[config.mk]
export PLATFORM = sky130hd
export DESIGN_NAME = bus_options_register
export DESIGN_NICKNAME = d
export VERILOG_FILES = /design/src/logic/bus_options_pkg.sv /design/src/logic/bus_options_register.sv /design/src/logic/request_size_check.sv
export VERILOG_INCLUDE_DIRS = /design/src /design/src/logic
export SDC_FILE = /design/constraint.sdc
export NUM_CORES = 1
export LEC_CHECK = 0
export ABC_AREA = 1
export BUFFER_PORTS_ARGS = -buffer_cell sky130_fd_sc_hd__buf_4
export CORE_MARGIN = 5
export CORE_UTILIZATION = 30
export CTS_CLUSTER_SIZE = 25
export DETAILED_ROUTE_END_ITERATION = 10
export PLACE_DENSITY = 0.58
export SKIP_CTS_REPAIR_TIMING = 1
export SLEW_MARGIN = 20
export SYNTH_ARGS = -nofsm -noshare
export SYNTH_HDL_FRONTEND = slang
export SYNTH_HIERARCHICAL = 1
export SYNTH_SLANG_ARGS = --single-unit
[constraint.sdc]
create_clock -name pclk -period 2 [get_ports pclk]
set_input_delay 0.1 -clock pclk [delete_from_list [all_inputs] [get_ports pclk]]
set_output_delay 0.1 -clock pclk [all_outputs]
set_load 0.005 [all_outputs]
[src/logic/bus_options_regs.svh]
// offsets, field positions and reset values of the bus options register bank
`ifndef BUS_OPTIONS_REGS_SVH
`define BUS_OPTIONS_REGS_SVH

`define ADDR_BUS_OPTS   12'h020
`define ADDR_LINK_CTRL  12'h050

`define FLAGS_MSB       31
`define FLAGS_LSB       27
`define PMC_BIT         27
`define ACC_MSB         23
`define ACC_LSB         16
`define MAXREC_MSB      15
`define MAXREC_LSB      12
`define GEN_MSB         7
`define GEN_LSB         6
`define SPD_MSB         2
`define SPD_LSB         0

`define RSVD_MASK       32'h0700_0f38
`define LINK_SPEED      3'h2
`define MAXREC_RESET    4'ha
`define MAXREC_MIN      4'h8
`define GEN_ZERO        2'h0

`define CTRL_LINK_BIT   17
`define CTRL_SRST_BIT   16
`define CTRL_PEND_BIT   0

`define LANE_FLAGS      3
`define LANE_ACC        2
`define LANE_MAXREC     1
`define LANE_GEN        0
`define LANE_CTRL       2

`endif

[src/logic/bus_options_pkg.sv]
// shared types of the bus options register bank
`default_nettype none
package bus_options_pkg;
    typedef logic [3:0]  max_rec_t;
    typedef logic [1:0]  gen_t;
    typedef logic [7:0]  clk_acc_t;
    typedef logic [4:0]  cap_flags_t;
    typedef enum {ph_idle, ph_setup, ph_access} apb_phase_t;
endpackage
`default_nettype wire

[src/logic/bus_options_register.sv]
// bus options register bank with apb access and bus information output
//
// Overview of operation
// the four capability flags in bits 31 to 28 are writable and software sets them before link activation.
// bit 27 is a writable flag advertising power management support when one.
// bits 26 to 24, 11 to 8 and 5 to 3 read as zero and ignore writes.
// bits 23 to 16 hold a writable cycle master clock accuracy in ppm.
// bits 15 to 12 code the maximum request bytes as two to code plus one, never below 512.
// hardware reset loads the code for 2048 bytes and software reset leaves it alone.
// software may rewrite the request code but keeps it valid while the link is active.
// a block write longer than the coded maximum may be answered with a type error ack.
// bits 7 and 6 are a writable generation counter stepped when the rom changed since bus reset.
// bits 2 to 0 read the fixed link speed code 010.
// the register is presented to the serial bus as the second bus information quadlet.
// the generation counter wraps from three to zero.
`include "bus_options_regs.svh"
`default_nettype none
module bus_options_register
    import bus_options_pkg::*;
#(
    parameter int LEN_W = 16
) (
    input  wire logic             pclk,
    input  wire logic             presetn,
    input  wire logic             psel,
    input  wire logic             penable,
    input  wire logic             pwrite,
    input  wire logic [11:0]      paddr,
    input  wire logic [31:0]      pwdata,
    input  wire logic [3:0]       pstrb,
    output logic      [31:0]      prdata,
    output logic                  pready,
    output logic                  pslverr,
    input  wire logic             rom_changed,
    input  wire logic             bus_reset,
    input  wire logic             blk_wr_valid,
    input  wire logic [LEN_W-1:0] blk_wr_len,
    output logic      [31:0]      bus_info_quadlet,
    output logic                  link_active_control,
    output logic                  ack_type_error
);

    cap_flags_t  flags_reg;
    cap_flags_t  flags_next;
    clk_acc_t    acc_reg;
    clk_acc_t    acc_next;
    max_rec_t    max_rec_reg;
    max_rec_t    max_rec_next;
    gen_t        gen_reg;
    gen_t        gen_next;
    gen_t        gen_base;
    logic        link_reg;
    logic        link_next;
    logic        pend_reg;
    logic        pend_next;
    logic [31:0] prdata_reg;
    logic [31:0] prdata_next;
    logic        err_reg;
    logic        err_next;

    apb_phase_t  phase;
    logic        setup;
    logic        access;
    logic        wr_en;
    logic        hit_opts;
    logic        hit_ctrl;
    logic        bad_addr;
    logic        wr_opts;
    logic        wr_ctrl;
    logic        soft_rst;
    logic        rec_legal;
    logic        rec_wr;
    logic        gen_inc;
    logic [31:0] opts_word;
    logic [31:0] ctrl_word;
    logic [31:0] rd_mux;
    max_rec_t    wr_code;

    // apb phase decode
    assign setup  = psel & ~penable;
    assign access = psel & penable;
    assign phase  = access ? ph_access : (setup ? ph_setup : ph_idle);
    assign wr_en  = access & pwrite;

    // address decode
    assign hit_opts = (paddr == `ADDR_BUS_OPTS);
    assign hit_ctrl = (paddr == `ADDR_LINK_CTRL);
    assign bad_addr = ~(hit_opts | hit_ctrl);
    assign wr_opts  = wr_en & hit_opts;
    assign wr_ctrl  = wr_en & hit_ctrl;
    assign soft_rst = wr_ctrl & pstrb[`LANE_CTRL] & pwdata[`CTRL_SRST_BIT];

    // capability flags and power management flag
    assign flags_next = soft_rst ? '0 :
                        (wr_opts & pstrb[`LANE_FLAGS]) ? pwdata[`FLAGS_MSB:`FLAGS_LSB] :
                        flags_reg;

    // clock accuracy
    assign acc_next = soft_rst ? '0 :
                      (wr_opts & pstrb[`LANE_ACC]) ? pwdata[`ACC_MSB:`ACC_LSB] :
                      acc_reg;

    // request size code, codes under 512 bytes are refused, soft reset ignored
    assign wr_code      = pwdata[`MAXREC_MSB:`MAXREC_LSB];
    assign rec_legal    = (wr_code >= `MAXREC_MIN);
    assign rec_wr       = wr_opts & pstrb[`LANE_MAXREC] & rec_legal;
    assign max_rec_next = rec_wr ? wr_code : max_rec_reg;

    // generation counter, rom change pending until bus reset or software reset
    assign gen_inc   = bus_reset & pend_reg;
    assign gen_base  = soft_rst ? `GEN_ZERO :
                       (wr_opts & pstrb[`LANE_GEN]) ? pwdata[`GEN_MSB:`GEN_LSB] :
                       gen_reg;
    assign gen_next  = gen_base + gen_t'(gen_inc);
    assign pend_next = rom_changed | (pend_reg & ~bus_reset & ~soft_rst);

    // link active control
    assign link_next = soft_rst ? 1'b0 :
                       (wr_ctrl & pstrb[`LANE_CTRL]) ? pwdata[`CTRL_LINK_BIT] :
                       link_reg;

    // read words, reserved bits tied low
    assign opts_word = {flags_reg, 3'h0, acc_reg, max_rec_reg,
                        4'h0, gen_reg, 3'h0, `LINK_SPEED};
    assign ctrl_word = (32'(link_reg) << `CTRL_LINK_BIT) |
                       (32'(pend_reg) << `CTRL_PEND_BIT);
    assign rd_mux    = hit_opts ? opts_word :
                       hit_ctrl ? ctrl_word :
                       32'h0000_0000;

    // read data and error captured in the setup cycle
    assign prdata_next = setup ? (pwrite ? 32'h0000_0000 : rd_mux) : prdata_reg;
    assign err_next    = setup ? bad_addr : err_reg;

    // apb answer, no wait states
    assign pready  = (phase == ph_access);
    assign pslverr = access & err_reg;
    assign prdata  = prdata_reg;

    // outputs toward the link and the serial bus
    assign bus_info_quadlet    = opts_word;
    assign link_active_control = link_reg;

    always_ff @(posedge pclk or negedge presetn) begin
        if (!presetn) begin
            flags_reg   <= '0;
            acc_reg     <= '0;
            max_rec_reg <= `MAXREC_RESET;
            gen_reg     <= `GEN_ZERO;
            pend_reg    <= 1'b0;
            link_reg    <= 1'b0;
        end else begin
            flags_reg   <= flags_next;
            acc_reg     <= acc_next;
            max_rec_reg <= max_rec_next;
            gen_reg     <= gen_next;
            pend_reg    <= pend_next;
            link_reg    <= link_next;
        end
    end

    always_ff @(posedge pclk or negedge presetn) begin
        if (!presetn) begin
            prdata_reg <= 32'h0000_0000;
            err_reg    <= 1'b0;
        end else begin
            prdata_reg <= prdata_next;
            err_reg    <= err_next;
        end
    end

    // oversized write detection
    request_size_check #(
        .LEN_W (LEN_W)
    ) u_size_check (
        .pclk           (pclk),
        .presetn        (presetn),
        .max_rec        (max_rec_reg),
        .blk_wr_valid   (blk_wr_valid),
        .blk_wr_len     (blk_wr_len),
        .ack_type_error (ack_type_error)
    );
endmodule
`default_nettype wire

[src/logic/request_size_check.sv]
// oversized block write detection against the request size code
`include "bus_options_regs.svh"
`default_nettype none
module request_size_check
    import bus_options_pkg::*;
#(
    parameter int LEN_W = 16
) (
    input  wire logic             pclk,
    input  wire logic             presetn,
    input  wire max_rec_t         max_rec,
    input  wire logic             blk_wr_valid,
    input  wire logic [LEN_W-1:0] blk_wr_len,
    output logic                  ack_type_error
);

    // byte count is two to the power of code plus one
    function automatic logic [16:0] rec_bytes(input max_rec_t code);
        logic [4:0] exp_v;
        exp_v = {1'b0, code} + 5'h01;
        rec_bytes = 17'h00001 << exp_v;
    endfunction

    logic [16:0] limit_bytes;
    logic        too_long;
    logic        ack_reg;
    logic        ack_next;

    assign limit_bytes    = rec_bytes(max_rec);
    assign too_long       = 17'(blk_wr_len) > limit_bytes;
    assign ack_next       = blk_wr_valid & too_long;
    assign ack_type_error = ack_reg;

    always_ff @(posedge pclk or negedge presetn) begin
        if (!presetn) begin
            ack_reg <= 1'b0;
        end else begin
            ack_reg <= ack_next;
        end
    end
endmodule
`default_nettype wire

# Word-level counts from Yosys, hierarchy flattened
# Index checks and enable logic that the tools add are counted.
dict set report word_totals {
  reg_bits 55
  in_bits 72
  output_inout_bits 68
}
dict set report classes {
  add_sub_neg 2
  magnitude_cmp 2
  n_eq_ne 3
  shift 1
  mux 13
  bitwise_logic 24
  n_reduce_logical 3
}
# op n
set ops {}
lappend ops {{$mux 32} 2}
lappend ops {{$mux 18} 1}
lappend ops {{$or 18x1->18} 1}
lappend ops {{$and 1x1->1} 17}
lappend ops {{$gt 16x17->1} 1}
lappend ops {{$shl 1x5->17 const A} 1}
lappend ops {{$mux 8} 2}
lappend ops {{$eq 12x6->1 const B} 1}
lappend ops {{$eq 12x7->1 const B} 1}
lappend ops {{$mux 5} 2}
lappend ops {{$mux 2} 3}
lappend ops {{$reduce_bool 2->1} 3}
lappend ops {{$add 4x1->5 const B} 1}
lappend ops {{$ge 4x4->1 const B} 1}
lappend ops {{$not 1->1} 4}
lappend ops {{$mux 1} 3}
lappend ops {{$add 2x1->2} 1}
lappend ops {{$eq 2x2->1 const B} 1}
lappend ops {{$or 1x1->1} 2}

# Depth between registers and ports, before layout
# Gate-level depths: netlist (run 1).
dict set report logic_depth {
  ltp_word 8
  mapped_depth 13
}

# By module
# The synthesis (run 1) kept the hierarchy.
# module n_inst cells_per_inst area_each_um2
set by_module_without_submodules {}
lappend by_module_without_submodules {bus_options_register 1 248 2145.8}
lappend by_module_without_submodules {request_size_check 1 105 619.3}

# Worst setup path before layout (run 1)
# No wires, ideal clock.
dict set report synth_timing {
  kind {reg-to-reg}
  startpoint {register max_rec_reg[1]}
  endpoint {register u_size_check.ack_reg, in the netlist u_size_check/ack_type_error}
  setup_time_ps 73
  t_arrival_ps 1588
  t_required_ps 1927
  setup_slack_ps 339
  path_stages_with_launch 10
  path_cell_list {dfstp_2 > nand2_4 > nor2_1 > nand2_1 > ha_1 > nand2_1 > nor2_2 > and3_4 > nand2_2 > a21oi_2}
}
dict set report synth_via {
  elab_chain_cells 4
}
# item line_no
set synth_rtl {}
lappend synth_rtl {{from (decl)} bus_options_register.sv:47} ;# max_rec_t max_rec_reg;
lappend synth_rtl {{from (signal assigned)} bus_options_register.sv:148} ;# max_rec_reg <= `MAXREC_RESET;
lappend synth_rtl {{from (signal assigned)} bus_options_register.sv:155} ;# max_rec_reg <= max_rec_next;
lappend synth_rtl {{$add 4x1->5} request_size_check.sv:20} ;# exp_v = {1'b0, code} + 5'h01;
lappend synth_rtl {{$shl 1x5->17} request_size_check.sv:21} ;# rec_bytes = 17'h00001 << exp_v;
lappend synth_rtl {{$gt 16x17->1} request_size_check.sv:30} ;# assign too_long = 17'(blk_wr_len) > limit_bytes;
lappend synth_rtl {{$and 1x1->1} request_size_check.sv:31} ;# assign ack_next = blk_wr_valid & too_long;
lappend synth_rtl {{via u_size_check.ack_next} request_size_check.sv:27} ;# logic ack_next;
lappend synth_rtl {{to (signal assigned)} request_size_check.sv:38} ;# ack_reg <= ack_next;
lappend synth_rtl {{to (decl)} request_size_check.sv:26} ;# logic ack_reg;
# The timed path passes the listed nets, and every way through them passes these cells.
# A chain may end at the register's enable or synchronous reset.

# Worst setup path in the final report (run 1)
# Ends and elaborated chain as after synthesis.

==> out/qor.txt, run 1 <==
Hold WS -> 0.03469 ns
first-pass GRT wire length -> 12290 microns
FF-to-FF path depth -> 9
Num Clock Sinks -> 44
Int Pwr -> 1.572 mW
grt total ovfl -> 0
max FFs per register -> 21
register area share after synthesis -> 39.91%
leading area contributor after synthesis -> dfrtp_1
Peak VDD IR -> 0.4185 mV
synth-to-layout area growth -> 33.62%
Post-DRT Antenna Nets -> 0
Primary FF master, synth -> dfrtp_1
Critical Path Source Type -> register
starting DRC count in detailed routing -> 77
core region area -> 9109 sq um
IO Pins -> 140
antenna cell count -> 0
most frequent cell after synthesis -> nand2_1
Die Ht -> 106.0 microns
total die area -> 11240 sq um
CP dominant cell by count -> nand2_1
final setup fails -> 0
Mean Syn Cell Area -> 7.833 sq um
Highest Signal Layer -> met4
starting density of the core -> 30.36%
routed wire length -> 7262 microns
Post-synth EDFFs -> 0
Max FO, Critical Path -> 6
Max Buffers Root-to-Sink -> 2
Final Power -> 2.049 mW
Synth area leaders -> dfrtp_1 (38%), o21ai_0 (10%), nand2_1 (8.4%)
Logic pwr share -> 15.8%
RSZ-0062 raised after global routing -> no
Psw -> 0.4774 mW
cells along the critical path -> nand2_4 -> nor2_1 -> nand2_1 -> ha_1 -> nand2_1 -> nor2_2 -> and3_4 -> nand2_2 -> a21oi_2
pre-CTS worst setup slack -> 0.1663 ns
drc violations -> 0
Hold Fails Final Rpt -> 0
Least-Margin Pin Slew -> 0.5875 ns
top post-synthesis cells by count -> nand2_1 (62), o21ai_0 (57), inv_1 (45)
max cap viols -> 0
vias in the first global route -> 2646
FILL cells -> 982
critical path's largest stage delay -> 0.60 ns
Max Fclk -> 0.5484 GHz
Sw Ratio -> 23.29%
Detail Placement HPWL -> 5839 microns
Slowest-stage cell, CP -> dfstp_2
data arrival time of the worst path -> 2.05 ns
clock power share -> 38.9%
Root Buffer -> clkbuf_8
input/output buffers -> 102
Syn Inst Count -> 353
DR WL/cell -> 12.79 microns
pwr dens -> 554.7 nW/um^2
Vias -> 2544
WP data required -> 2.23 ns
Total GRT Usage -> 13.29%
Clock Skews -> 0.009256 ns
die width -> 106.0 microns
Reg power frac -> 45.3%
Met2 Routed Length -> 3382 microns
CTS tree -> yes
Final nets -> 546
layout cells sized above 1 -> 30.63%
min Tclk post-route -> 1.824 ns
mapped cell area -> 2765 sq um
TritonCTS buffer count -> 5
CP Capture Type -> register
largest net degree at the start of global routing -> 45
hold depth -> 3
GPL Wtd Cong -> 0.7969
worst hold path class -> primary input to register
Worst-path clk slew -> 0.09 ns
TNS Setup -> 0 ns
critical path type -> register to register
status -> completed
post-synthesis register bit count -> 44
Max transition margin -> 60.83%
max-slew violations -> 0
Period Utilization, post-route -> 91.18%
post-synthesis async set-or-reset flop share -> 100.0%
met1 wire length -> 3162 microns
vias per std cell -> 4.479
Lkg Pwr -> 1.975 nW
Synth top area share -> 38.01%
clk_lat worst skew -> 0.29 ns
met3 wire len -> 537 microns
row count -> 35
H-tree Lvls -> 2
slack of the critical path -> 0.1764 ns
yosys warns -> 6
initial antenna violation count -> 0
drt first pass iters -> 4
unique cell type count in the Yosys netlist -> 34
layout make-up:
cell class / count / area [sq um] / share of cell area (%)
clock buffer: 5 / 68.82 / 1.863
clock inverter: 2 / 60.06 / 1.625
inverter: 53 / 202.7 / 5.486
multi-input combinational: 247 / 1320 / 35.73
sequential: 44 / 1104 / 29.87
tap: 111 / 138.9 / 3.759
timing repair buffer: 106 / 800.8 / 21.67
cells by family after synthesis:
logic type,count (synthesis),synth area share (%)
AND/OR/NAND/NOR,137,23.80
buffers and inverters,84,15.34
adder cells (fa/ha/maj),17,7.692
other,3,0.4072
AO/OA/AOI/OAI,68,12.85
flip-flops,44,39.91
power by group through the flow:
| stage | logic (mW) | clock network, mW | registers, mW |
|---|---|---|---|
| after CTS | 0.326 | 0.816 | 0.929 |
| after detailed placement | 0.326 | 0 | 0.946 |
| after global placement | 0.319 | 0 | 0.946 |
| after floorplan | 0.175 | 0 | 0.947 |
| final | 0.325 | 0.797 | 0.928 |
| after global routing | 0.374 | 0.856 | 0.932 |
per-stage QoR:
stage | instances | instance area [sq um] | util (%)
2_1_floorplan | 375 | 2848 | -
3_3_place_gp | 559 | 3546 | 38.93
3_5_place_dp | 559 | 3546 | 38.93
4_1_cts | 566 | 3675 | 40.34
5_1_grt | 568 | 3695 | 40.56
6_report | 568 | 3695 | 40.56
layout by cell type (no fill, tap or decap):
| cell type | count |
|---|---|
| o21ai_1 | 3 |
| nor2_8 | 1 |
| a31o_2 | 1 |
| clkbuf_8 | 5 |
| clkinv_1 | 1 |
| nand2_2 | 3 |
| nor2_4 | 2 |
| nor2_2 | 5 |
| buf_4 | 104 |
| nand3_2 | 2 |
| conb_1 | 25 |
| nand2_1 | 62 |
| inv_4 | 1 |
| a21o_1 | 1 |
| nor3_2 | 1 |
| inv_1 | 45 |
| inv_2 | 5 |
| and3_4 | 1 |
| o21ai_0 | 57 |
| ha_1 | 17 |
| dfrtp_1 | 42 |
| nand4_1 | 3 |
| bufinv_16 | 2 |
| dlygate4sd3_1 | 2 |
| nand3_1 | 9 |
| nand3b_1 | 1 |
| o211a_1 | 1 |
| a21oi_1 | 4 |
| dfstp_2 | 2 |
| clkinv_2 | 1 |
| nand2_4 | 1 |
| a21oi_2 | 1 |
| nor2_1 | 37 |
| nand3_4 | 2 |
| nor3_1 | 7 |
worst paths after layout:
kind                                     start                          end  slack, ns
worst max-delay path            max_rec_reg[1]  u_size_check/ack_type_error       0.18
worst min-delay path                pwdata[13]               max_rec_reg[1]       0.03
worst max register to register  max_rec_reg[1]  u_size_check/ack_type_error       0.18
worst min register to register       prdata[6]                    prdata[6]       0.52
max in group asynchronous              presetn                   prdata[15]       1.23
min in group asynchronous              presetn                   prdata[19]       0.35
critical path, delay by kind of cell (launching register included):
kind | cells | cell delay, ns
AO/OA/AOI/OAI | 1 | 0.10
adder cells (fa/ha/maj) | 1 | 0.30
flip-flops | 1 | 0.60
AND/OR/NAND/NOR | 7 | 0.77
layer usage:
layer | global-route usage [%] | up-vias
met5 | 0 | -
met4 | 4.810 | 0
met3 | 3.764 | 15
met2 | 21.68 | 104
met1 | 16.78 | 1141
li1 | - | 1284
No activity file was read; power rests on OpenSTA's default activity.
==> run 2: changes to the inputs <==
Settings changed: CORE_MARGIN 5 to not set.
==> out/qor.txt, run 2 (same netlist as run 1, synthesis figures left out) <==
status -> finished with violations
failing checks -> DRC
Period Utilization, post-route -> 92.88%
IO Pins -> 140
routed wire length -> 6806 microns
clk_lat worst skew -> 0.30 ns
grt total ovfl -> 0
first-pass GRT wire length -> 11410 microns
starting density of the core -> 31.40%
starting DRC count in detailed routing -> 146
Clock Skews -> 0.009992 ns
Die Ht -> 98.01 microns
Least-Margin Pin Slew -> 0.5737 ns
CP dominant cell by count -> nand2_1
CP Capture Type -> register
drc violations -> 9
Slowest-stage cell, CP -> dfstp_2
Num Clock Sinks -> 44
initial antenna violation count -> 0
RSZ-0062 raised after global routing -> no
pwr dens -> 537.5 nW/um^2
Placed Cells -> 556
Peak VDD IR -> 0.2619 mV
Detail Placement HPWL -> 5342 microns
core region area -> 8806 sq um
Hold Fails Final Rpt -> 0
crit-path leading delay family -> simple AND/OR/NAND/NOR gates
layout cells sized above 1 -> 30.79%
Worst-path clk slew -> 0.09 ns
WP data required -> 2.23 ns
Vias -> 2517
input/output buffers -> 102
GPL Wtd Cong -> 0.8294
Max Buffers Root-to-Sink -> 2
Root Buffer -> clkbuf_8
cells along the critical path -> nand2_4 -> nor2_1 -> nand2_1 -> ha_1 -> nand2_1 -> nor2_2 -> and3_4 -> nand2_2 -> a21oi_2
DR WL/cell -> 12.02 microns
DP Area -> 3542 sq um
largest net degree at the start of global routing -> 45
worst path bufs/invs -> 0
drt first pass iters -> 7
Critical Path Source Type -> register
Final Cell Area -> 3684 sq um
min Tclk post-route -> 1.858 ns
final setup fails -> 0
data arrival time of the worst path -> 2.08 ns
Lkg Pwr -> 1.972 nW
Final nets -> 546
H-tree Lvls -> 2
final cell count without fillers -> 566
Total GRT Usage -> 14.79%
total die area -> 9605 sq um
Max Fclk -> 0.5383 GHz
synth-to-layout area growth -> 33.21%
row count -> 34
max cap viols -> 0
max-slew violations -> 0
Post-DRT Antenna Nets -> 0
antenna cell count -> 0
commonest non-fill, non-tap cells in the layout -> buf_4 (104), nand2_1 (62), o21ai_0 (57)
die width -> 98.01 microns
critical path type -> register to register
Max transition margin -> 61.75%
critical path's largest stage delay -> 0.60 ns
max FFs per register -> 21
worst hold path class -> primary input to register
vias per std cell -> 4.447
vias in the first global route -> 2382
most common cell after layout, fill and taps aside -> buf_4
TritonCTS buffer count -> 5
TNS Setup -> 0 ns
CTS tree -> yes
Max FO, Critical Path -> 6
-- run 2: worst min-delay path: cells and delay by family --
| kind | cells | cell delay (ns) |
|---|---|---|
| simple gates | 2 | 0.11 |
| buf+inv | 1 | 0.08 |
-- run 2: through the flow --
step                      power, mW  util [%]  worst slack [ns]  hold slack (ns)
after floorplan               1.122         -            0.3393          -0.1956
after global placement        1.266     40.22            0.1912           0.1376
after detailed placement      1.271     40.22            0.1599           0.1405
after CTS                     1.998     41.60            0.1355          -0.1901
after global routing          2.082     41.83           0.01229          0.03630
final                         1.980     41.83            0.1423          0.01862
-- run 2: worst paths after layout --
path / from / end / slack, ns / cells after the start
worst max-delay path: max_rec_reg[1] / u_size_check/ack_type_error / 0.14 / 9
worst min-delay path: pwdata[19] / acc_reg[3] / 0.02 / 3
worst max register to register: max_rec_reg[1] / u_size_check/ack_type_error / 0.14 / 9
worst min register to register: prdata[0] / prdata[0] / 0.51 / 2
max in group asynchronous: presetn / pend_reg / 1.27 / 2
min in group asynchronous: presetn / flags_reg[0] / 0.32 / 2
-- run 2: layer usage --
| metal | wire length [microns] | up-vias | share of wire, % | global-route usage (%) |
|---|---|---|---|---|
| li1 | - | 1284 | - | - |
| met1 | 2991 | 1153 | 44 | 18.53 |
| met2 | 3350 | 74 | 49 | 25.19 |
| met3 | 376 | 6 | 5.5 | 3.436 |
| met4 | 88 | 0 | 1.3 | 4.545 |
| met5 | 0 | - | 0 | 0 |
-- run 2: final cells by class --
class                      count  area (sq um)
inverter                      53         202.7
fill                         917          5122
tap                          108         135.1
sequential                    44          1104
clock buffer                   6         82.58
multi-input combinational    247          1320
timing repair buffer         106         800.8
clock inverter                 2         38.79
-- run 2: where the power goes --
| part | total (mW) | switching [mW] | leakage, nW | internal, mW |
|---|---|---|---|---|
| Sequential | 0.929 | 0.0142 | 0.591 | 0.915 |
| Clock | 0.728 | 0.320 | 0.0614 | 0.409 |
| Combinational | 0.322 | 0.158 | 1.32 | 0.164 |
| Total | 1.98 | 0.491 | 1.97 | 1.49 |
==> run 3: changes to the inputs <==
Settings changed: ABC_AREA 1 to not set, GPL_TIMING_DRIVEN set to 0, PLACE_DENSITY 0.58 to 0.59.
==> out/qor.txt, run 3 <==
DP Area -> 3493 sq um
critical path's largest stage delay -> 0.51 ns
post-synthesis register bit count -> 44
IO Pins -> 140
layout cells sized above 1 -> 46.34%
Mean Syn Cell Area -> 10.39 sq um
Final Power -> 1.961 mW
Total GRT Usage -> 14.62%
drc violations -> 0
first-pass GRT wire length -> 9991 microns
FF-to-FF path depth -> 8
Crit path depth -> 8
Synth top area share -> 41.81%
grt total ovfl -> 0
Syn Inst Count -> 242
Hold WS -> -0.0002308 ns
core region area -> 8175 sq um
RSZ-0062 raised after global routing -> yes
register area share after synthesis -> 43.90%
Num Clock Sinks -> 44
die width -> 93.54 microns
Max FO, Critical Path -> 9
routed wire length -> 6630 microns
input/output buffers -> 102
CTS tree -> yes
failing checks -> hold timing
most frequent cell after synthesis -> dfrtp_1
vias in the first global route -> 2055
most common cell after layout, fill and taps aside -> buf_4
Clock Skews -> 0.006962 ns
max cap viols -> 0
Post-synth EDFFs -> 0
Synth area leaders -> dfrtp_1 (42%), ha_1 (8.5%), buf_4 (8.1%)
crit-path leading delay family -> compound AO/OA/AOI/OAI gates
Peak VDD IR -> 0.2956 mV
antenna cell count -> 0
critical path type -> register to register
clk_lat worst skew -> 0.30 ns
CP Capture Type -> register
Max Buffers Root-to-Sink -> 2
Final nets -> 470
Primary FF master, synth -> dfrtp_1
HP Start -> rom_changed
max-slew violations -> 0
total die area -> 8749 sq um
mapped cell area -> 2514 sq um
unique cell type count in the Yosys netlist -> 46
Max Fclk -> 0.5047 GHz
WP data required -> 2.18 ns
final setup fails -> 0
Hold Crit Endpoint -> pend_reg
top post-synthesis cells by count -> dfrtp_1 (42), buf_4 (27), nand2_1 (23)
TritonCTS buffer count -> 5
Slowest-stage cell, CP -> dfrtp_2
yosys warns -> 6
Period Utilization, post-route -> 99.07%
H-tree Lvls -> 2
Hold Fails Final Rpt -> 1
status -> finished with violations
Lkg Pwr -> 1.991 nW
cells along the critical path -> nor2_4 -> nand3_1 -> ha_1 -> nand3_2 -> o21bai_1 -> a31oi_1 -> o31ai_1 -> a21oi_2
Register-to-Register Setup Slack -> 0.02 ns
min Tclk post-route -> 1.981 ns
Final Cell Area -> 3775 sq um
post-synthesis async set-or-reset flop share -> 100.0%
FILL cells -> 804
Post-DRT Antenna Nets -> 0
DR WL/cell -> 13.61 microns
Die Ht -> 93.54 microns
pwr dens -> 519.6 nW/um^2
Least-Margin Pin Slew -> 0.7069 ns
leading area contributor after synthesis -> dfrtp_1
largest net degree at the start of global routing -> 45
Detail Placement HPWL -> 4991 microns
starting DRC count in detailed routing -> 64
vias per std cell -> 4.532
worst path bufs/invs -> 0
Critical Path Source Type -> register
synth-to-layout area growth -> 50.17%
starting density of the core -> 30.75%
TNS Setup -> 0 ns
commonest non-fill, non-tap cells in the layout -> buf_4 (133), dfrtp_1 (40), conb_1 (25)
drt first pass iters -> 4
Vias -> 2207
row count -> 33
data arrival time of the worst path -> 2.16 ns
RR Startpoint -> max_rec_reg[2]
initial antenna violation count -> 0
worst hold path class -> primary input to register
Max transition margin -> 52.23%
reg-to-reg endpoint -> u_size_check/ack_type_error
Worst-path clk slew -> 0.09 ns
GPL Wtd Cong -> 0.8125
max FFs per register -> 21
Root Buffer -> clkbuf_8
hold depth -> 2
[run 3: cell count changes after synthesis, moves of 5 or more]
cell	change
nor2_1	-23
nor3_1	-7
inv_2	-5
a22o_1	+18
o21ai_0	-55
a21oi_1	+6
nand3_1	+10
nor2_2	-5
inv_1	-44
nor2b_1	+5
nand2_1	-39
mux2i_1	+8
[run 3: where the power goes]
group / internal (mW) / total, mW / switching, mW
registers: 0.916 / 0.936 / 0.0201
logic: 0.197 / 0.329 / 0.132
clock network: 0.376 / 0.697 / 0.321
[run 3: worst max path at each step]
stage,start,endpoint
2_1_floorplan,max_rec_reg[3],u_size_check/ack_type_error
3_3_place_gp,max_rec_reg[1],u_size_check/ack_type_error
3_5_place_dp,max_rec_reg[1],u_size_check/ack_type_error
4_1_cts,max_rec_reg[1],u_size_check/ack_type_error
5_1_grt,max_rec_reg[2],u_size_check/ack_type_error
6_report,max_rec_reg[2],u_size_check/ack_type_error
[run 3: kinds of logic (layout without fill, tap and decap cells)]
group	count (synthesis)	count (layout)	synth area share, %
xor gates and xnor gates	1	1	0.3485
other	3	25	0.4480
adders and majority gates	17	17	8.462
DFF	44	44	43.90
AOI/OAI and AO/OA	43	43	12.64
muxes	11	11	4.530
and+or+nand+nor	90	90	20.36
buffers and inverters	33	151	9.308
[run 3: per-layer routing]
layer / share of wire, % / track usage (%)
met1: 45 / 18.80
met4: 0.57 / 3.846
met3: 6.8 / 3.252
met2: 47 / 24.69
met5: 0 / 0
[run 3: layout make-up]
class,instances,area (sq um),area share (%)
multi-input combinational,187,1346,35.66
timing repair buffer,110,842.1,22.31
clock inverter,3,46.29,1.226
sequential,44,1106,29.30
inverter,1,3.754,0.09944
tap,105,131.4,3.480
buffer,32,230.2,6.099
clock buffer,5,68.82,1.823
[run 3: stage by stage]
| stage | util (%) | cells | worst slack, ns |
|---|---|---|---|
| floorplan | - | 264 | 0.04383 |
| global placement | 42.73 | 471 | -0.2238 |
| detailed placement | 42.73 | 471 | -0.2183 |
| CTS | 44.14 | 479 | -0.2451 |
| global route | 46.17 | 487 | -0.08527 |
| finish | 46.17 | 487 | 0.01856 |
